$ cat config.mk
export PLATFORM = sky130hd
export DESIGN_NAME = adcc_top
export DESIGN_NICKNAME = d
export VERILOG_FILES = /design/src/rtl/adcc_pkg.sv /design/src/rtl/adcc_top.sv
export SDC_FILE = /design/constraint.sdc
export NUM_CORES = 1
export LEC_CHECK = 0
export BUFFER_PORTS_ARGS = -buffer_cell sky130_fd_sc_hd__buf_2
export CAP_MARGIN = 10
export CELL_PAD_IN_SITES_DETAIL_PLACEMENT = 1
export CELL_PAD_IN_SITES_GLOBAL_PLACEMENT = 1
export CORE_MARGIN = 2
export CORE_UTILIZATION = 43
export CTS_CLUSTER_DIAMETER = 100
export CTS_CLUSTER_SIZE = 24
export DETAILED_ROUTE_END_ITERATION = 8
export HOLD_SLACK_MARGIN = 0.12
export PLACE_DENSITY = 0.85
export SLEW_MARGIN = 10
export SYNTH_ARGS = -nofsm -noshare
export SYNTH_HDL_FRONTEND = slang
export SYNTH_SLANG_ARGS = --single-unit
$ cat constraint.sdc
create_clock -name mclk -period 2.3 [get_ports mclk]
set_input_delay 0.115 -clock mclk [delete_from_list [all_inputs] [get_ports mclk]]
set_output_delay 0.115 -clock mclk [all_outputs]
set_load 0.01 [all_outputs]
$ cat src/rtl/adcc_pkg.sv
// adcc_pkg: address map, field layout, timing and state types of the converter control block
package adcc_pkg;

   // ****************************************
   // register map
   // ****************************************
   localparam logic [7:0] RESULT_ADDR = 8'h70;
   localparam logic [7:0] CSR_ADDR = 8'h71;
   localparam logic [7:0] EVT_ADDR = 8'h72;
   localparam logic [7:0] MASK_ADDR = 8'h73;
   localparam logic [7:0] REG_RESET = 8'h00;

   // ****************************************
   // control/status fields
   // ****************************************
   localparam int COCO_BIT = 7;
   localparam int RSV6_BIT = 6;
   localparam int ON_BIT = 5;
   localparam int ZERO4_BIT = 4;
   localparam int RSV3_BIT = 3;
   localparam int CH_W = 3;

   // ****************************************
   // event bits
   // ****************************************
   localparam int EVT_ABORT = 0;
   localparam int EVT_OVERRUN = 1;
   localparam int EVT_READY = 2;
   localparam int EVT_W = 3;

   // ****************************************
   // timing
   // ****************************************
   localparam int CLK_PERIOD_PS = 5000;
   localparam int STAB_TIME_NS = 30000;
   // least time, rounded up to whole cycles
   localparam int STAB_CYC = (STAB_TIME_NS * 1000 + CLK_PERIOD_PS - 1) / CLK_PERIOD_PS;
   localparam int STAB_W = 16;
   localparam int CONV_CYC = 64;
   // sampling lasts 31.5 cycles, counted in half cycles and rounded up
   localparam int SAMPLE_HALF_CYC = 63;
   localparam int SAMPLE_CYC = (SAMPLE_HALF_CYC + 1) / 2;
   localparam int BIT_SH = 2;
   localparam int BIT_CYC = 4;
   localparam int CNT_W = 6;
   localparam int SAR_W = 8;
   localparam logic [7:0] SAR_MSB = 8'h80;

   typedef enum logic [1:0] {
      ST_IDLE = 2'b00,
      ST_STAB = 2'b01,
      ST_SAMPLE = 2'b11,
      ST_CONVERT = 2'b10
   } adcc_state_t;

   typedef struct packed {
      adcc_state_t state;
      logic [CNT_W-1:0] cnt;
      logic [STAB_W-1:0] stab;
      logic on;
      logic [CH_W-1:0] chan;
      logic coco;
      logic [SAR_W-1:0] result;
      logic [SAR_W-1:0] sar;
      logic [EVT_W-1:0] evt;
      logic [EVT_W-1:0] mask;
      logic cmp_s1;
      logic cmp_s2;
      logic [7:0] rdata;
      logic irq;
      logic sample;
      logic pwr;
   } adcc_regs_t;

endpackage : adcc_pkg

$ cat src/rtl/adcc_top.sv
// adcc_top: register interface and successive approximation sequencer of the 8-bit converter
`timescale 1ns/1ps
`default_nettype none

module adcc_top #(
   parameter int unsigned STAB_CYCLES = adcc_pkg::STAB_CYC
) (
   // clock and reset
   input wire logic mclk,
   input wire logic reset,
   // register port
   input wire logic [7:0] reg_addr,
   input wire logic [7:0] reg_wdata,
   input wire logic reg_wr,
   input wire logic reg_rd,
   output logic [7:0] reg_rdata,
   // chip power state
   input wire logic halt,
   // analog front end
   input wire logic cmp_hi,
   output logic [adcc_pkg::CH_W-1:0] channel_select,
   output logic [adcc_pkg::SAR_W-1:0] trial_code,
   output logic sample_en,
   output logic converter_power,
   // interrupt
   output logic irq
);
   import adcc_pkg::*;

   adcc_regs_t s;
   adcc_regs_t n;
   logic wr_csr;
   logic rd_res;
   logic wr_evt;
   logic wr_mask;
   logic last_slot;
   logic done;
   logic [CH_W-1:0] bit_idx;
   logic [BIT_SH-1:0] phase;
   logic [SAR_W-1:0] sar_dec;
   logic [EVT_W-1:0] evt_set;
   logic [EVT_W-1:0] evt_clr;
   logic [CNT_W-1:0] age_r;

   // ****************************************
   // register port decode
   // ****************************************
   assign wr_csr = reg_wr && (reg_addr == CSR_ADDR);
   assign rd_res = reg_rd && (reg_addr == RESULT_ADDR);
   assign wr_evt = reg_wr && (reg_addr == EVT_ADDR);
   assign wr_mask = reg_wr && (reg_addr == MASK_ADDR);

   // ****************************************
   // sequencer slot decode
   // ****************************************
   assign phase = s.cnt[BIT_SH-1:0];
   // convert slots 32..63 map to bits 7..0, msb first
   assign bit_idx = CH_W'(~(s.cnt >> BIT_SH));
   assign last_slot = (s.cnt == CNT_W'(CONV_CYC - 1));
   // a control/status write or halt in the final slot wins: that conversion is thrown away
   assign done = (s.state == ST_CONVERT) && last_slot && !wr_csr && !halt;

   // ****************************************
   // next state
   // ****************************************
   always_comb begin
      n = s;
      sar_dec = s.sar;
      evt_set = '0;
      evt_clr = '0;
      // comparator is asynchronous to mclk
      n.cmp_s1 = cmp_hi;
      n.cmp_s2 = s.cmp_s1;

      // read data stand for one cycle only
      n.rdata = REG_RESET;
      if (reg_rd) begin
         case (reg_addr)
            RESULT_ADDR: begin
               n.rdata = s.result;
            end
            CSR_ADDR: begin
               n.rdata = {s.coco, 1'b0, s.on, 1'b0, 1'b0, s.chan};
            end
            EVT_ADDR: begin
               n.rdata = 8'(s.evt);
            end
            MASK_ADDR: begin
               n.rdata = 8'(s.mask);
            end
            default: begin
               n.rdata = REG_RESET;
            end
         endcase
      end

      // software side of control/status
      if (rd_res || wr_csr) begin
         n.coco = 1'b0;
      end
      if (wr_csr) begin
         n.on = reg_wdata[ON_BIT];
         n.chan = reg_wdata[CH_W-1:0];
      end
      if (wr_mask) begin
         n.mask = reg_wdata[EVT_W-1:0];
      end
      if (wr_evt) begin
         evt_clr = reg_wdata[EVT_W-1:0];
      end

      // sequencer
      case (s.state)
         ST_IDLE: begin
            if (s.on && !halt) begin
               n.state = ST_STAB;
               n.stab = '0;
            end
         end
         ST_STAB: begin
            // analog settling after power-up or halt exit
            if (s.stab == STAB_W'(STAB_CYCLES - 1)) begin
               n.state = ST_SAMPLE;
               n.cnt = '0;
               evt_set[EVT_READY] = 1'b1;
            end else begin
               n.stab = s.stab + STAB_W'(1);
            end
         end
         ST_SAMPLE: begin
            n.cnt = s.cnt + CNT_W'(1);
            if (s.cnt == CNT_W'(SAMPLE_CYC - 1)) begin
               n.state = ST_CONVERT;
               n.sar = SAR_MSB;
            end
         end
         ST_CONVERT: begin
            n.cnt = s.cnt + CNT_W'(1);
            // comparator gets three cycles through its synchroniser before the decision
            if (phase == BIT_SH'(BIT_CYC - 1)) begin
               if (!s.cmp_s2) begin
                  sar_dec[bit_idx] = 1'b0;
               end
               n.sar = sar_dec;
               if (bit_idx != '0) begin
                  n.sar[bit_idx - CH_W'(1)] = 1'b1;
               end
            end
            if (done) begin
               n.result = sar_dec;
               n.coco = 1'b1;
               n.state = ST_SAMPLE;
               n.cnt = '0;
               if (s.coco && !rd_res) begin
                  evt_set[EVT_OVERRUN] = 1'b1;
               end
            end
         end
         default: begin
            n.state = ST_IDLE;
         end
      endcase

      // control/status write restarts a running conversion
      if (wr_csr && (s.state == ST_SAMPLE || s.state == ST_CONVERT)) begin
         n.state = ST_SAMPLE;
         n.cnt = '0;
         n.sar = s.sar;
         evt_set[EVT_ABORT] = 1'b1;
      end

      // off or halt parks the sequencer; result keeps its value, the flag too under halt (the control write that turns off clears it)
      if (!n.on || halt) begin
         n.state = ST_IDLE;
         n.cnt = '0;
      end

      // set wins over a clear in the same cycle
      n.evt = (s.evt & ~evt_clr) | evt_set;
      n.irq = |(n.evt & n.mask);
      n.sample = (n.state == ST_SAMPLE);
      n.pwr = n.on && !halt;
   end

   always_ff @(posedge mclk) begin
      if (reset) begin
         s <= '0;
      end else begin
         s <= n;
      end
   end

   // ****************************************
   // outputs
   // ****************************************
   assign reg_rdata = s.rdata;
   assign channel_select = s.chan;
   assign trial_code = s.sar;
   assign sample_en = s.sample;
   assign converter_power = s.pwr;
   assign irq = s.irq;

   // ****************************************
   // checks
   // ****************************************
   // cycles since the current conversion started sampling
   always_ff @(posedge mclk) begin
      if (reset) begin
         age_r <= '0;
      end else if (s.state == ST_SAMPLE && s.cnt == '0) begin
         age_r <= CNT_W'(1);
      end else begin
         age_r <= age_r + CNT_W'(1);
      end
   end
endmodule : adcc_top

`default_nettype wire

== Yosys cells after proc, flatten, opt, wreduce, memory -nomap -nowiden ==
Index checks and enable logic that the tools add are counted.

* Word-level logic and storage cells: 118
* Bits in registers: 64
* Latch bits: 0
* Memories: 0
* Output and inout bits: 22
* Memory bits (writable): 0
* Input port bits: 22
* Memory bits (read-only): 0

* Shifts and indexed selects: 0
* Magnitude comparators: 4
* Bitwise gates (word level): 10
* Multiplexer cells: 36
* $mul: 0
* Divide/modulo/power cells: 0
* Equality and inequality tests: 17
* Reduce and logical (&&, ||, !) cells: 32
* Add/sub/neg operators: 3

{| class="wikitable"
|+ Operators with widths
! cell !! count
|-
| $mux 8 || 11
|-
| $eq 8x7->1 const B || 4
|-
| $mux 16 || 2
|-
| $pmux 16 s2 || 1
|-
| $pmux 8 s4 || 1
|-
| $mux 9 || 2
|-
| $pmux 6 s3 || 1
|-
| $add 16x1->16 const B || 1
|-
| $eq 16x13->1 const B || 1
|-
| $pmux 8 s2 || 1
|-
| $logic_and 1x1->1 || 13
|-
| $mux 1 || 9
|-
| $and 8x8->8 || 1
|-
| $eq 2x2->1 const B || 4
|-
| $lt 3x4->1 const B || 2
|-
| $ne 2x2->1 const B || 4
|-
| $not 8->8 || 1
|-
| $or 8x8->8 || 1
|-
| $pmux 2 s4 || 1
|-
| $add 6x1->6 const B || 1
|-
| $and 3x3->3 || 2
|-
| $demux 1 s3 || 2
|-
| $eq 6x5->1 const B || 1
|-
| $eq 6x6->1 const B || 1
|-
| 20 further kinds || 34
|}

== Longest topological paths before layout ==
Gate-level depths: netlist of run 1.

* Word-level depth: 14
* Mapped depth: 7
* Mapped depth without buffers: 6

== Worst setup path before layout of run 1 ==
Ideal clock, no wire load.

* Kind: register to register
* From: reg s[55] in the netlist's numbering
* To: reg s[43] in the netlist's numbering
* Clock period less this slack: 1.864 ns
* Data arrival time: 1.731 ns
* Setup slack: 0.436 ns
* Setup time: 0.132 ns
* Required time: 2.168 ns
* Stages on the path, launching flop included: 7
* Path buffers: 1
* Path through: dfxtp_1 > or4b_2 > nor4_2 > a211o_1 > buf_2 > or3_1 > a21oi_1

* Longest elaborated chain between the ends: 3

{| class="wikitable"
|+ RTL lines
! what !! RTL line !! source
|-
| start, declared || adcc_top.sv:30 || <nowiki>adcc_regs_t s;</nowiki>
|-
| start signal, assigned || adcc_top.sv:189 || <nowiki>s <= n;</nowiki>
|-
| $eq 16x13->1 || adcc_top.sv:122 || <nowiki>if (s.stab == STAB_W'(STAB_CYCLES - 1)) begin</nowiki>
|-
| $ne 2x2->1 (no line) || - ||
|-
| $reduce_and 3->1 (no line) || - ||
|}

No other way between the ends.
A chain may end at the register's enable or synchronous reset.

== Worst setup path in the final report of run 1 ==
* From: in reg_addr[1]
* To: reg s, in the netlist channel_select[2]

* Longest elaborated chain between the ends: 2

{| class="wikitable"
|+ RTL lines
! what !! RTL line !! source
|-
| start, declared || adcc_top.sv:12 || <nowiki>input wire logic [7:0] reg_addr,</nowiki>
|-
| $eq 8x7->1 || adcc_top.sv:48 || <nowiki>assign wr_csr = reg_wr && (reg_addr == CSR_ADDR);</nowiki>
|-
| $logic_and 1x1->1 || adcc_top.sv:48 ||
|}

No other way between the ends.

==> results of run 1 <==
cells in the mapped netlist, drive strengths merged, types with 2 or more instances:
cell / instances
mux2i: 6
o21ai: 19
nor3: 7
o311a: 2
buf: 24
a21oi: 32
or2: 2
and2: 6
nand4: 8
and3: 2
nor3b: 3
or4: 3
nand2b: 7
a211o: 3
mux4: 3
or3b: 2
a21o: 2
dfxtp: 64
nor4: 4
a31oi: 3
clkbuf: 12
a31o: 2
o41ai: 2
nand3b: 3
nand3: 13
o211ai: 8
o32ai: 2
a211oi: 2
xor2: 6
nor2: 25
or3: 6
nand2: 42
xnor2: 3
inv: 7
ha: 4
o311ai: 2
nor2b: 19
worst paths after layout:
path / from / endpoint / depth (start not counted)
worst max-delay path: reg_addr[1] / channel_select[2] / 7
worst min-delay path: halt / converter_power / 3
worst max register to register: s[55] / s[58] / 5
worst min register to register: s[30] / reg_rdata[3] / 1
state kept, by name, indices dropped and copies added, names as in the netlist:
| register | count |
|---|---|
| sample_en | 1 |
| reg_rdata | 8 |
| channel_select | 3 |
| s | 39 |
| phase | 2 |
| trial_code | 8 |
| irq | 1 |
| converter_power | 1 |
| n | 1 |
through the flow:
step                std cells  utilization  hold slack, ns  worst slack [ns]
detailed placement        481        0.462           0.335             0.210
CTS                       505        0.505           0.182             0.147
global placement          481        0.462           0.326             0.258
finish                    505        0.506           0.219             0.158
floorplan                 369            -           0.243             0.436
global route              505        0.506           0.198            0.0473
routing by layer:
layer  routed length (µm)  global-route usage  up-vias
met2                 4100               0.375       63
met1                 3820               0.277     1368
li1                     -                   -     1363
met3                  250              0.0499       11
met5                    0                   0        -
met4                  102              0.0760        0
logic make-up after synthesis:
| group | share of synthesized area |
|---|---|
| buffers and inverters | 0.0782 |
| and+or+nand+nor | 0.258 |
| xor gates and xnor gates | 0.0251 |
| AOI/OAI and AO/OA | 0.174 |
| adders and majority gates | 0.0160 |
| muxes | 0.0407 |
| DFF | 0.408 |
final cells by class:
cell class / count / share of cell area
clock buffers: 10 / 0.0352
multi-input cells: 262 / 0.444
inverters: 7 / 0.00724
well taps: 99 / 0.0341
flip-flops and latches: 64 / 0.353
clock inverters: 6 / 0.0297
repair buffers: 57 / 0.0966
what timing repair did:
item / CTS / global route
gates resized for setup: 0 / 1
hold buffers: 8 / 0
hold endpoints to repair: 10 / 0
setup endpoints to repair: 0 / 2
worst max-delay path, cell delays in order:
cell and delay [ns]:
dlygate4sd3_1 0.53, buf_2 0.19, nand4b_1 0.29, or3_1 0.49
nand2_1 0.12, a21oi_1 0.08, dlygate4sd3_1 0.56
power groups by stage:
stage                     clock, mW  sequential, mW  combinational, mW
after CTS                      1.19            1.11             0.0684
after detailed placement          0            1.14             0.0582
after global routing           1.23            1.11             0.0743
final                          1.17            1.11             0.0683
after global placement            0            1.14             0.0567
after floorplan                   0            1.14             0.0322
==> results.ini, run 1 <==
[outcome]
status=finished clean

[detailed_routing]
drtPass1Iterations=4
routedWlPerCell_um=16.4
ant_nets=0
first_iter_violations=89
wl_um=8270
viasPerCell=5.55
dr_total_vias=2805
post-route-drc-count=0

[yosys]
yosysWarnings=0
netlist.area_leader.share=0.408
synth-main-ff-cell=dfxtp_1
yosys.area.top_type=dfxtp_1
synthTopCellsByArea=dfxtp_1, a21oi_1, nand2_1
synth-edff-count=0
syn-num-nets=395
postSynthCellCount=369
syn_avg_cell_area_um2=8.50
synth_seq_cells=64
async_reset_ff_frac=0
ys_seq_area_frac=0.408
netlist_area_um2=3140
synth_cell_types=52

[power]
peakVddDrop_v=0.000373
internal-power_mw=1.85
power_frac_comb=0.029
clockPowerShare=0.497
p_leak_nw=1.38
swShare=0.209
total_power_mw=2.34
power_switching_mw=0.490
powerDensity_nw_per_um2=646
power_frac_seq=0.474

[final_layout]
ff_latch_area_um2=1280
multiInputGateArea_um2=1610
final_common_cell=dfxtp_1
final_cell_mix=dfxtp_1, nand2_1, buf_2
areaGrowthSynthToFinish_pct=15.7
design_area_um2=3630
drive_gt1_frac=0.190
n_fill_cell=873
antenna_cells=0
nets=427

[clock_network]
clock-sinks=64
ctsLongestPathBuffers=2
clk_pin_slew_ns=0.07
h-tree-depth=3
cts_buffers=9
insertion_delay_ns=0.35
cts-root-buf=clkbuf_8
tritoncts=built
post_cts_buffers=0

[placed_design]
gp_congestion=0.813
placed_area_um2=3310
place_hpwl_um=5770
port-buffer-count=39

[global_route]
grt_overflow=0
grt_pass1_wl_um=13500
grt_max_degree=30
first_global_vias=2807
grt_use_total=0.221
antenna_found_initial=0

[timing]
drv_slew=0
slew_headroom=0.584
finClkSkew_ns=0.00957
worst_pin_slew_ns=0.620
tns_ns=0
setup_viol=0
min_period_over_period=0.931
rsz0062_at_grt=no
fmax_mhz=467
min_period_ns=2.14
hold_violations=0

[job]
cap_violations=0

[critical_path]
cp.required_ns=2.53
path_max_fanout=9
cp.arrival_ns=2.38
worstSetupPathType=input pin to register
regToRegSetupSlack_ns=0.22
end_kind=register
critPathLaunchType=input pin

[floorplanning]
core_region_area_um2=7180
row_count=31
die_width_um=89.4
die_y_um=89.4
dieArea_um2=7990
ios=44
initial_core_util=0.437

[min_path]
hold_path.class=input pin to register

Note: power is estimated with default switching activity, not from simulation.
==> inputs of run 2 (changes only) <==
--- a/config.mk
+++ b/config.mk
@@ -9,6 +9,7 @@
 export CAP_MARGIN = 10
 export CELL_PAD_IN_SITES_DETAIL_PLACEMENT = 1
 export CELL_PAD_IN_SITES_GLOBAL_PLACEMENT = 1
+export CORE_ASPECT_RATIO = 0.9
 export CORE_MARGIN = 2
 export CORE_UTILIZATION = 43
 export CTS_CLUSTER_DIAMETER = 100
==> run 2 against run 1 <==
Net effect:
- die area barely moved
- critical path type is now register to register
- design area decreased by 1.7%
- non-clock buffer count unchanged
- count of clock-buffer cells in the layout unchanged
- power down 12%
- first-iteration DRC count rose by 24%
- largest cell class unchanged
- setup slack better by 0.021 ns
- highest routed layer unchanged
- wire length decreased by 2.1%
- core utilization fell by 0.15 points
- largest power group is now sequential cells
==> results.ini, run 2 (same netlist as run 1, synthesis figures left out) <==
[timing]
min_period_over_period=0.922
fmax_mhz=471
hold_violations=0
slew_headroom=0.577
finClkSkew_ns=0.0117
drv_slew=0
setup_viol=0
worst_pin_slew_ns=0.630
min_period_ns=2.12
tns_ns=0
rsz0062_at_grt=no
timing.final.ws_setup_ns=0.179

[clock_network]
insertion_delay_ns=0.36
ctsLongestPathBuffers=2
clock-sinks=64
clk_pin_slew_ns=0.07
post_cts_buffers=0
cts-root-buf=clkbuf_8
h-tree-depth=3
cts_buffers=9
tritoncts=built

[power]
swShare=0.245
power_frac_seq=0.537
peakVddDrop_v=0.000319
power_frac_comb=0.033
clockPowerShare=0.430
total_power_mw=2.07
powerDensity_nw_per_um2=579
internal-power_mw=1.56
p_leak_nw=1.36
power_switching_mw=0.507

[placed_design]
port-buffer-count=39
placedCellCount=475
post-place-ws_ns=0.200
gp_congestion=0.820
place_hpwl_um=5750

[floorplanning]
dieArea_um2=7990
ios=44
die_y_um=85.0
initial_core_util=0.443
die_width_um=94.0
core_region_area_um2=7080
row_count=29

[global_route]
antenna_found_initial=0
grt_pass1_wl_um=13500
first_global_vias=2776
grt_max_degree=27
grt_overflow=0
grt_use_total=0.214

[detailed_routing]
post-route-drc-count=0
viasPerCell=5.57
routedWlPerCell_um=16.2
wl_um=8090
first_iter_violations=110
drtPass1Iterations=6
ant_nets=0
dr_total_vias=2778

[critical_path]
end_kind=register
path_max_fanout=8
cp.arrival_ns=2.36
critPathLaunchType=register
worstSetupPathType=register to register
cp.required_ns=2.54

[final_layout]
areaGrowthSynthToFinish_pct=13.7
largest_register_ffs=39
final_util=0.504
drive_gt1_frac=0.192
largest-register=s
n_fill_cell=870
final_common_cell=dfxtp_1
final_cell_mix=dfxtp_1, nand2_1, buf_2
stdcell_count=499
nets=427
multiInputGateArea_um2=1610
ff_latch_area_um2=1280
antenna_cells=0

[outcome]
status=finished clean

[job]
cap_violations=0

[min_path]
hold_path.class=input pin to register

## run 2: changes by cell type in the layout (fill, tap and decap cells not counted)
cell / previous run / this run
clkbuf_1: 1 / 0
inv_6: 0 / 1
clkbuf_8: 9 / 10
bufinv_16: 3 / 0
clkinv_4: 0 / 2
## run 2: final cells by class
type,count,share of cell area
clock buffers,10,0.0386
repair buffers,57,0.0982
clock inverters,6,0.0123
well taps,93,0.0326
flip-flops and latches,64,0.359
inverters,7,0.00737
multi-input cells,262,0.452
## run 2: metrics by stage
step | hold slack [ns] | area [µm²]
final | 0.194 | 3570
after global routing | 0.239 | 3570
after CTS | 0.176 | 3570
after detailed placement | 0.339 | 3300
after global placement | 0.337 | 3300
after floorplan | 0.243 | 3140
## run 2: final timing paths
| check | from | to | slack (ns) | cells past startpoint |
|---|---|---|---|---|
| setup reg to reg | s[55] | sample_en | 0.18 | 4 |
| hold reg to reg | n[11] | s[11] | 0.44 | 1 |
| hold / removal | halt | s[63] | 0.19 | 3 |
| setup / recovery | s[55] | sample_en | 0.18 | 4 |
## run 2: critical path: stages (launching register included)
cell	delay [ns]
dfxtp_1	0.33
or4b_2	0.68
nor4_2	0.33
a21oi_1	0.29
a211oi_1	0.38
## run 2: power groups by stage
stage          logic (mW)  registers [mW]  clock network [mW]
2_1_floorplan      0.0322            1.14                   0
3_3_place_gp       0.0576            1.14                   0
3_5_place_dp       0.0591            1.14                   0
4_1_cts            0.0689            1.11               0.907
5_1_grt            0.0757            1.11               0.954
6_report           0.0691            1.11               0.888
## run 2: repair_timing
item | in CTS | in global routing
setup endpoints to repair | 0 | 1
hold buffers | 8 | 0
endpoints found under the hold margin | 13 | 0
resized for setup | 0 | 1
## run 2: per-layer routing
metal / GRT usage / routed length (µm) / vias to the layer above
li1: - / - / 1361
met5: 0 / 0 / -
met2: 0.343 / 3770 / 47
met1: 0.281 / 3870 / 1353
met3: 0.0462 / 286 / 17
met4: 0.0856 / 166 / 0
==> inputs of run 3 (changes only) <==
--- a/config.mk
+++ b/config.mk
@@ -11,12 +11,12 @@
 export CELL_PAD_IN_SITES_GLOBAL_PLACEMENT = 1
 export CORE_ASPECT_RATIO = 0.9
 export CORE_MARGIN = 2
-export CORE_UTILIZATION = 43
+export CORE_UTILIZATION = 39
 export CTS_CLUSTER_DIAMETER = 100
 export CTS_CLUSTER_SIZE = 24
 export DETAILED_ROUTE_END_ITERATION = 8
 export HOLD_SLACK_MARGIN = 0.12
-export PLACE_DENSITY = 0.85
+export PLACE_DENSITY = 0.81
 export SLEW_MARGIN = 10
 export SYNTH_ARGS = -nofsm -noshare
 export SYNTH_HDL_FRONTEND = slang
==> constraint.sdc (replaced) <==
create_clock -name mclk -period 1.9 [get_ports mclk]
set_input_delay 0.095 -clock mclk [delete_from_list [all_inputs] [get_ports mclk]]
set_output_delay 0.095 -clock mclk [all_outputs]
set_load 0.01 [all_outputs]
==> run 3 against run 2 <==
Net effect:
- design area rose by 7.9%
- core utilization shrank 1.8 points
- sequential share of layout area shrank 2.6 points
- clock power is 31% higher
- critical path type unchanged
- largest cell class unchanged
==> results.ini, run 3 (same netlist as run 1, synthesis figures left out) <==
[detailed_routing]
wl_um=8690
dr_total_vias=2860
ant_nets=0
viasPerCell=5.41
first_iter_violations=84
routedWlPerCell_um=16.4
post-route-drc-count=0
drtPass1Iterations=4

[final_layout]
largest_register_ffs=39
n_fill_cell=960
final_util=0.487
nets=452
largest-register=s
antenna_cells=0
stdcell_count=529
ff_latch_area_um2=1280
design_area_um2=3850
multiInputGateArea_um2=1680
areaGrowthSynthToFinish_pct=22.7
final_cell_mix=dfxtp_1, nand2_1, buf_2
final_common_cell=dfxtp_1
drive_gt1_frac=0.263

[critical_path]
r2r_start=s[40]
critPathLaunchType=register
crit_path_top_delay_cell=or4_4
worstPathCellList=ha_4 > nand3_4 > nor4_4 > buf_4 > a211o_1 > buf_12 > or4_4 > nand2_1
path_max_fanout=13
worstSetupPathType=register to register
crit_start=s[40]
end_kind=register
cp.arrival_ns=2.17
critPathMaxStageDelay_ns=0.47
cp.required_ns=2.21

[timing]
setup_viol=0
slew_headroom=0.494
rsz0062_at_grt=yes
worst_pin_slew_ns=0.757
min_period_ns=1.86
min_period_over_period=0.978
drv_slew=0
timing.final.ws_setup_ns=0.0427
hold_violations=0
finClkSkew_ns=0.0126
fmax_mhz=538

[min_path]
min_from=reset
hold_path.class=input pin to register

[floorplanning]
die_width_um=98.5
ios=44
core_region_area_um2=7910
initial_core_util=0.396
die_y_um=89.1
dieArea_um2=8780
row_count=31

[global_route]
grt_pass1_wl_um=14000
first_global_vias=2946
grt_use_total=0.204
grt_max_degree=23
antenna_found_initial=0
grt_overflow=0

[power]
peakVddDrop_v=0.000303
total_power_mw=2.59
powerDensity_nw_per_um2=674
p_leak_nw=1.51

[placed_design]
placed_area_um2=3500
port-buffer-count=39
post-place-ws_ns=-0.238
placedCellCount=504
gp_congestion=0.839
place_hpwl_um=6240

[clock_network]
ctsLongestPathBuffers=2
h-tree-depth=3
cts-root-buf=clkbuf_8
clock-sinks=64
insertion_delay_ns=0.36
tritoncts=built
cts_buffers=9
clk_pin_slew_ns=0.08

[outcome]
status=finished clean

[job]
cap_violations=0

==> run 3: layout make-up <==
class	count	share of cell area
Clock buffer	11	0.0367
Inverter	7	0.00682
Sequential cell	64	0.333
Multi-Input combinational cell	262	0.436
Timing Repair Buffer	82	0.143
Tap cell	99	0.0322
Clock inverter	4	0.0117
==> run 3: repair_timing <==
item	in CTS	in global routing
hold endpoints to repair	10	0
gates resized for setup	6	11
hold buffers	7	0
setup endpoints to repair	18	27
pin swaps	2	5
buffers inserted	0	3
==> run 3: path summary, 6_finish.rpt <==
check / end / slack, ns / depth (start not counted)
worst max-delay path: s[48] / 0.04 / 8
worst min-delay path: s[15] / 0.16 / 2
worst max register to register: s[48] / 0.04 / 8
worst min register to register: s[11] / 0.44 / 1
==> run 3: routing by layer <==
| metal | wire, µm | share of wire | global-route usage |
|---|---|---|---|
| met1 | 3830 | 0.44 | 0.237 |
| met4 | 125 | 0.014 | 0.0685 |
| met5 | 0 | 0 | 0 |
| met2 | 4350 | 0.50 | 0.371 |
| met3 | 380 | 0.044 | 0.0516 |
==> run 3: through the flow <==
| stage | hold WS [ns] | TNS (ns) |
|---|---|---|
| floorplan | 0.223 | 0 |
| global placement | 0.310 | -0.314 |
| detailed placement | 0.322 | -2.46 |
| CTS | 0.140 | 0 |
| global route | 0.164 | -0.156 |
| finish | 0.157 | 0 |
==> run 3: report_power, final <==
group	internal [mW]	leakage (nW)	switching [mW]
logic	0.0375	0.896	0.0509
clock network	0.628	0.0989	0.534
registers	1.34	0.517	0.000834
==> run 3: worst max-delay path, delay by kind of cell, from the launching register on <==
kind	cells	cell delay [ns]
simple gates	4	0.67
flops	1	0.35
buf+inv	2	0.31
compound gates	1	0.29
fa+ha+maj	1	0.17
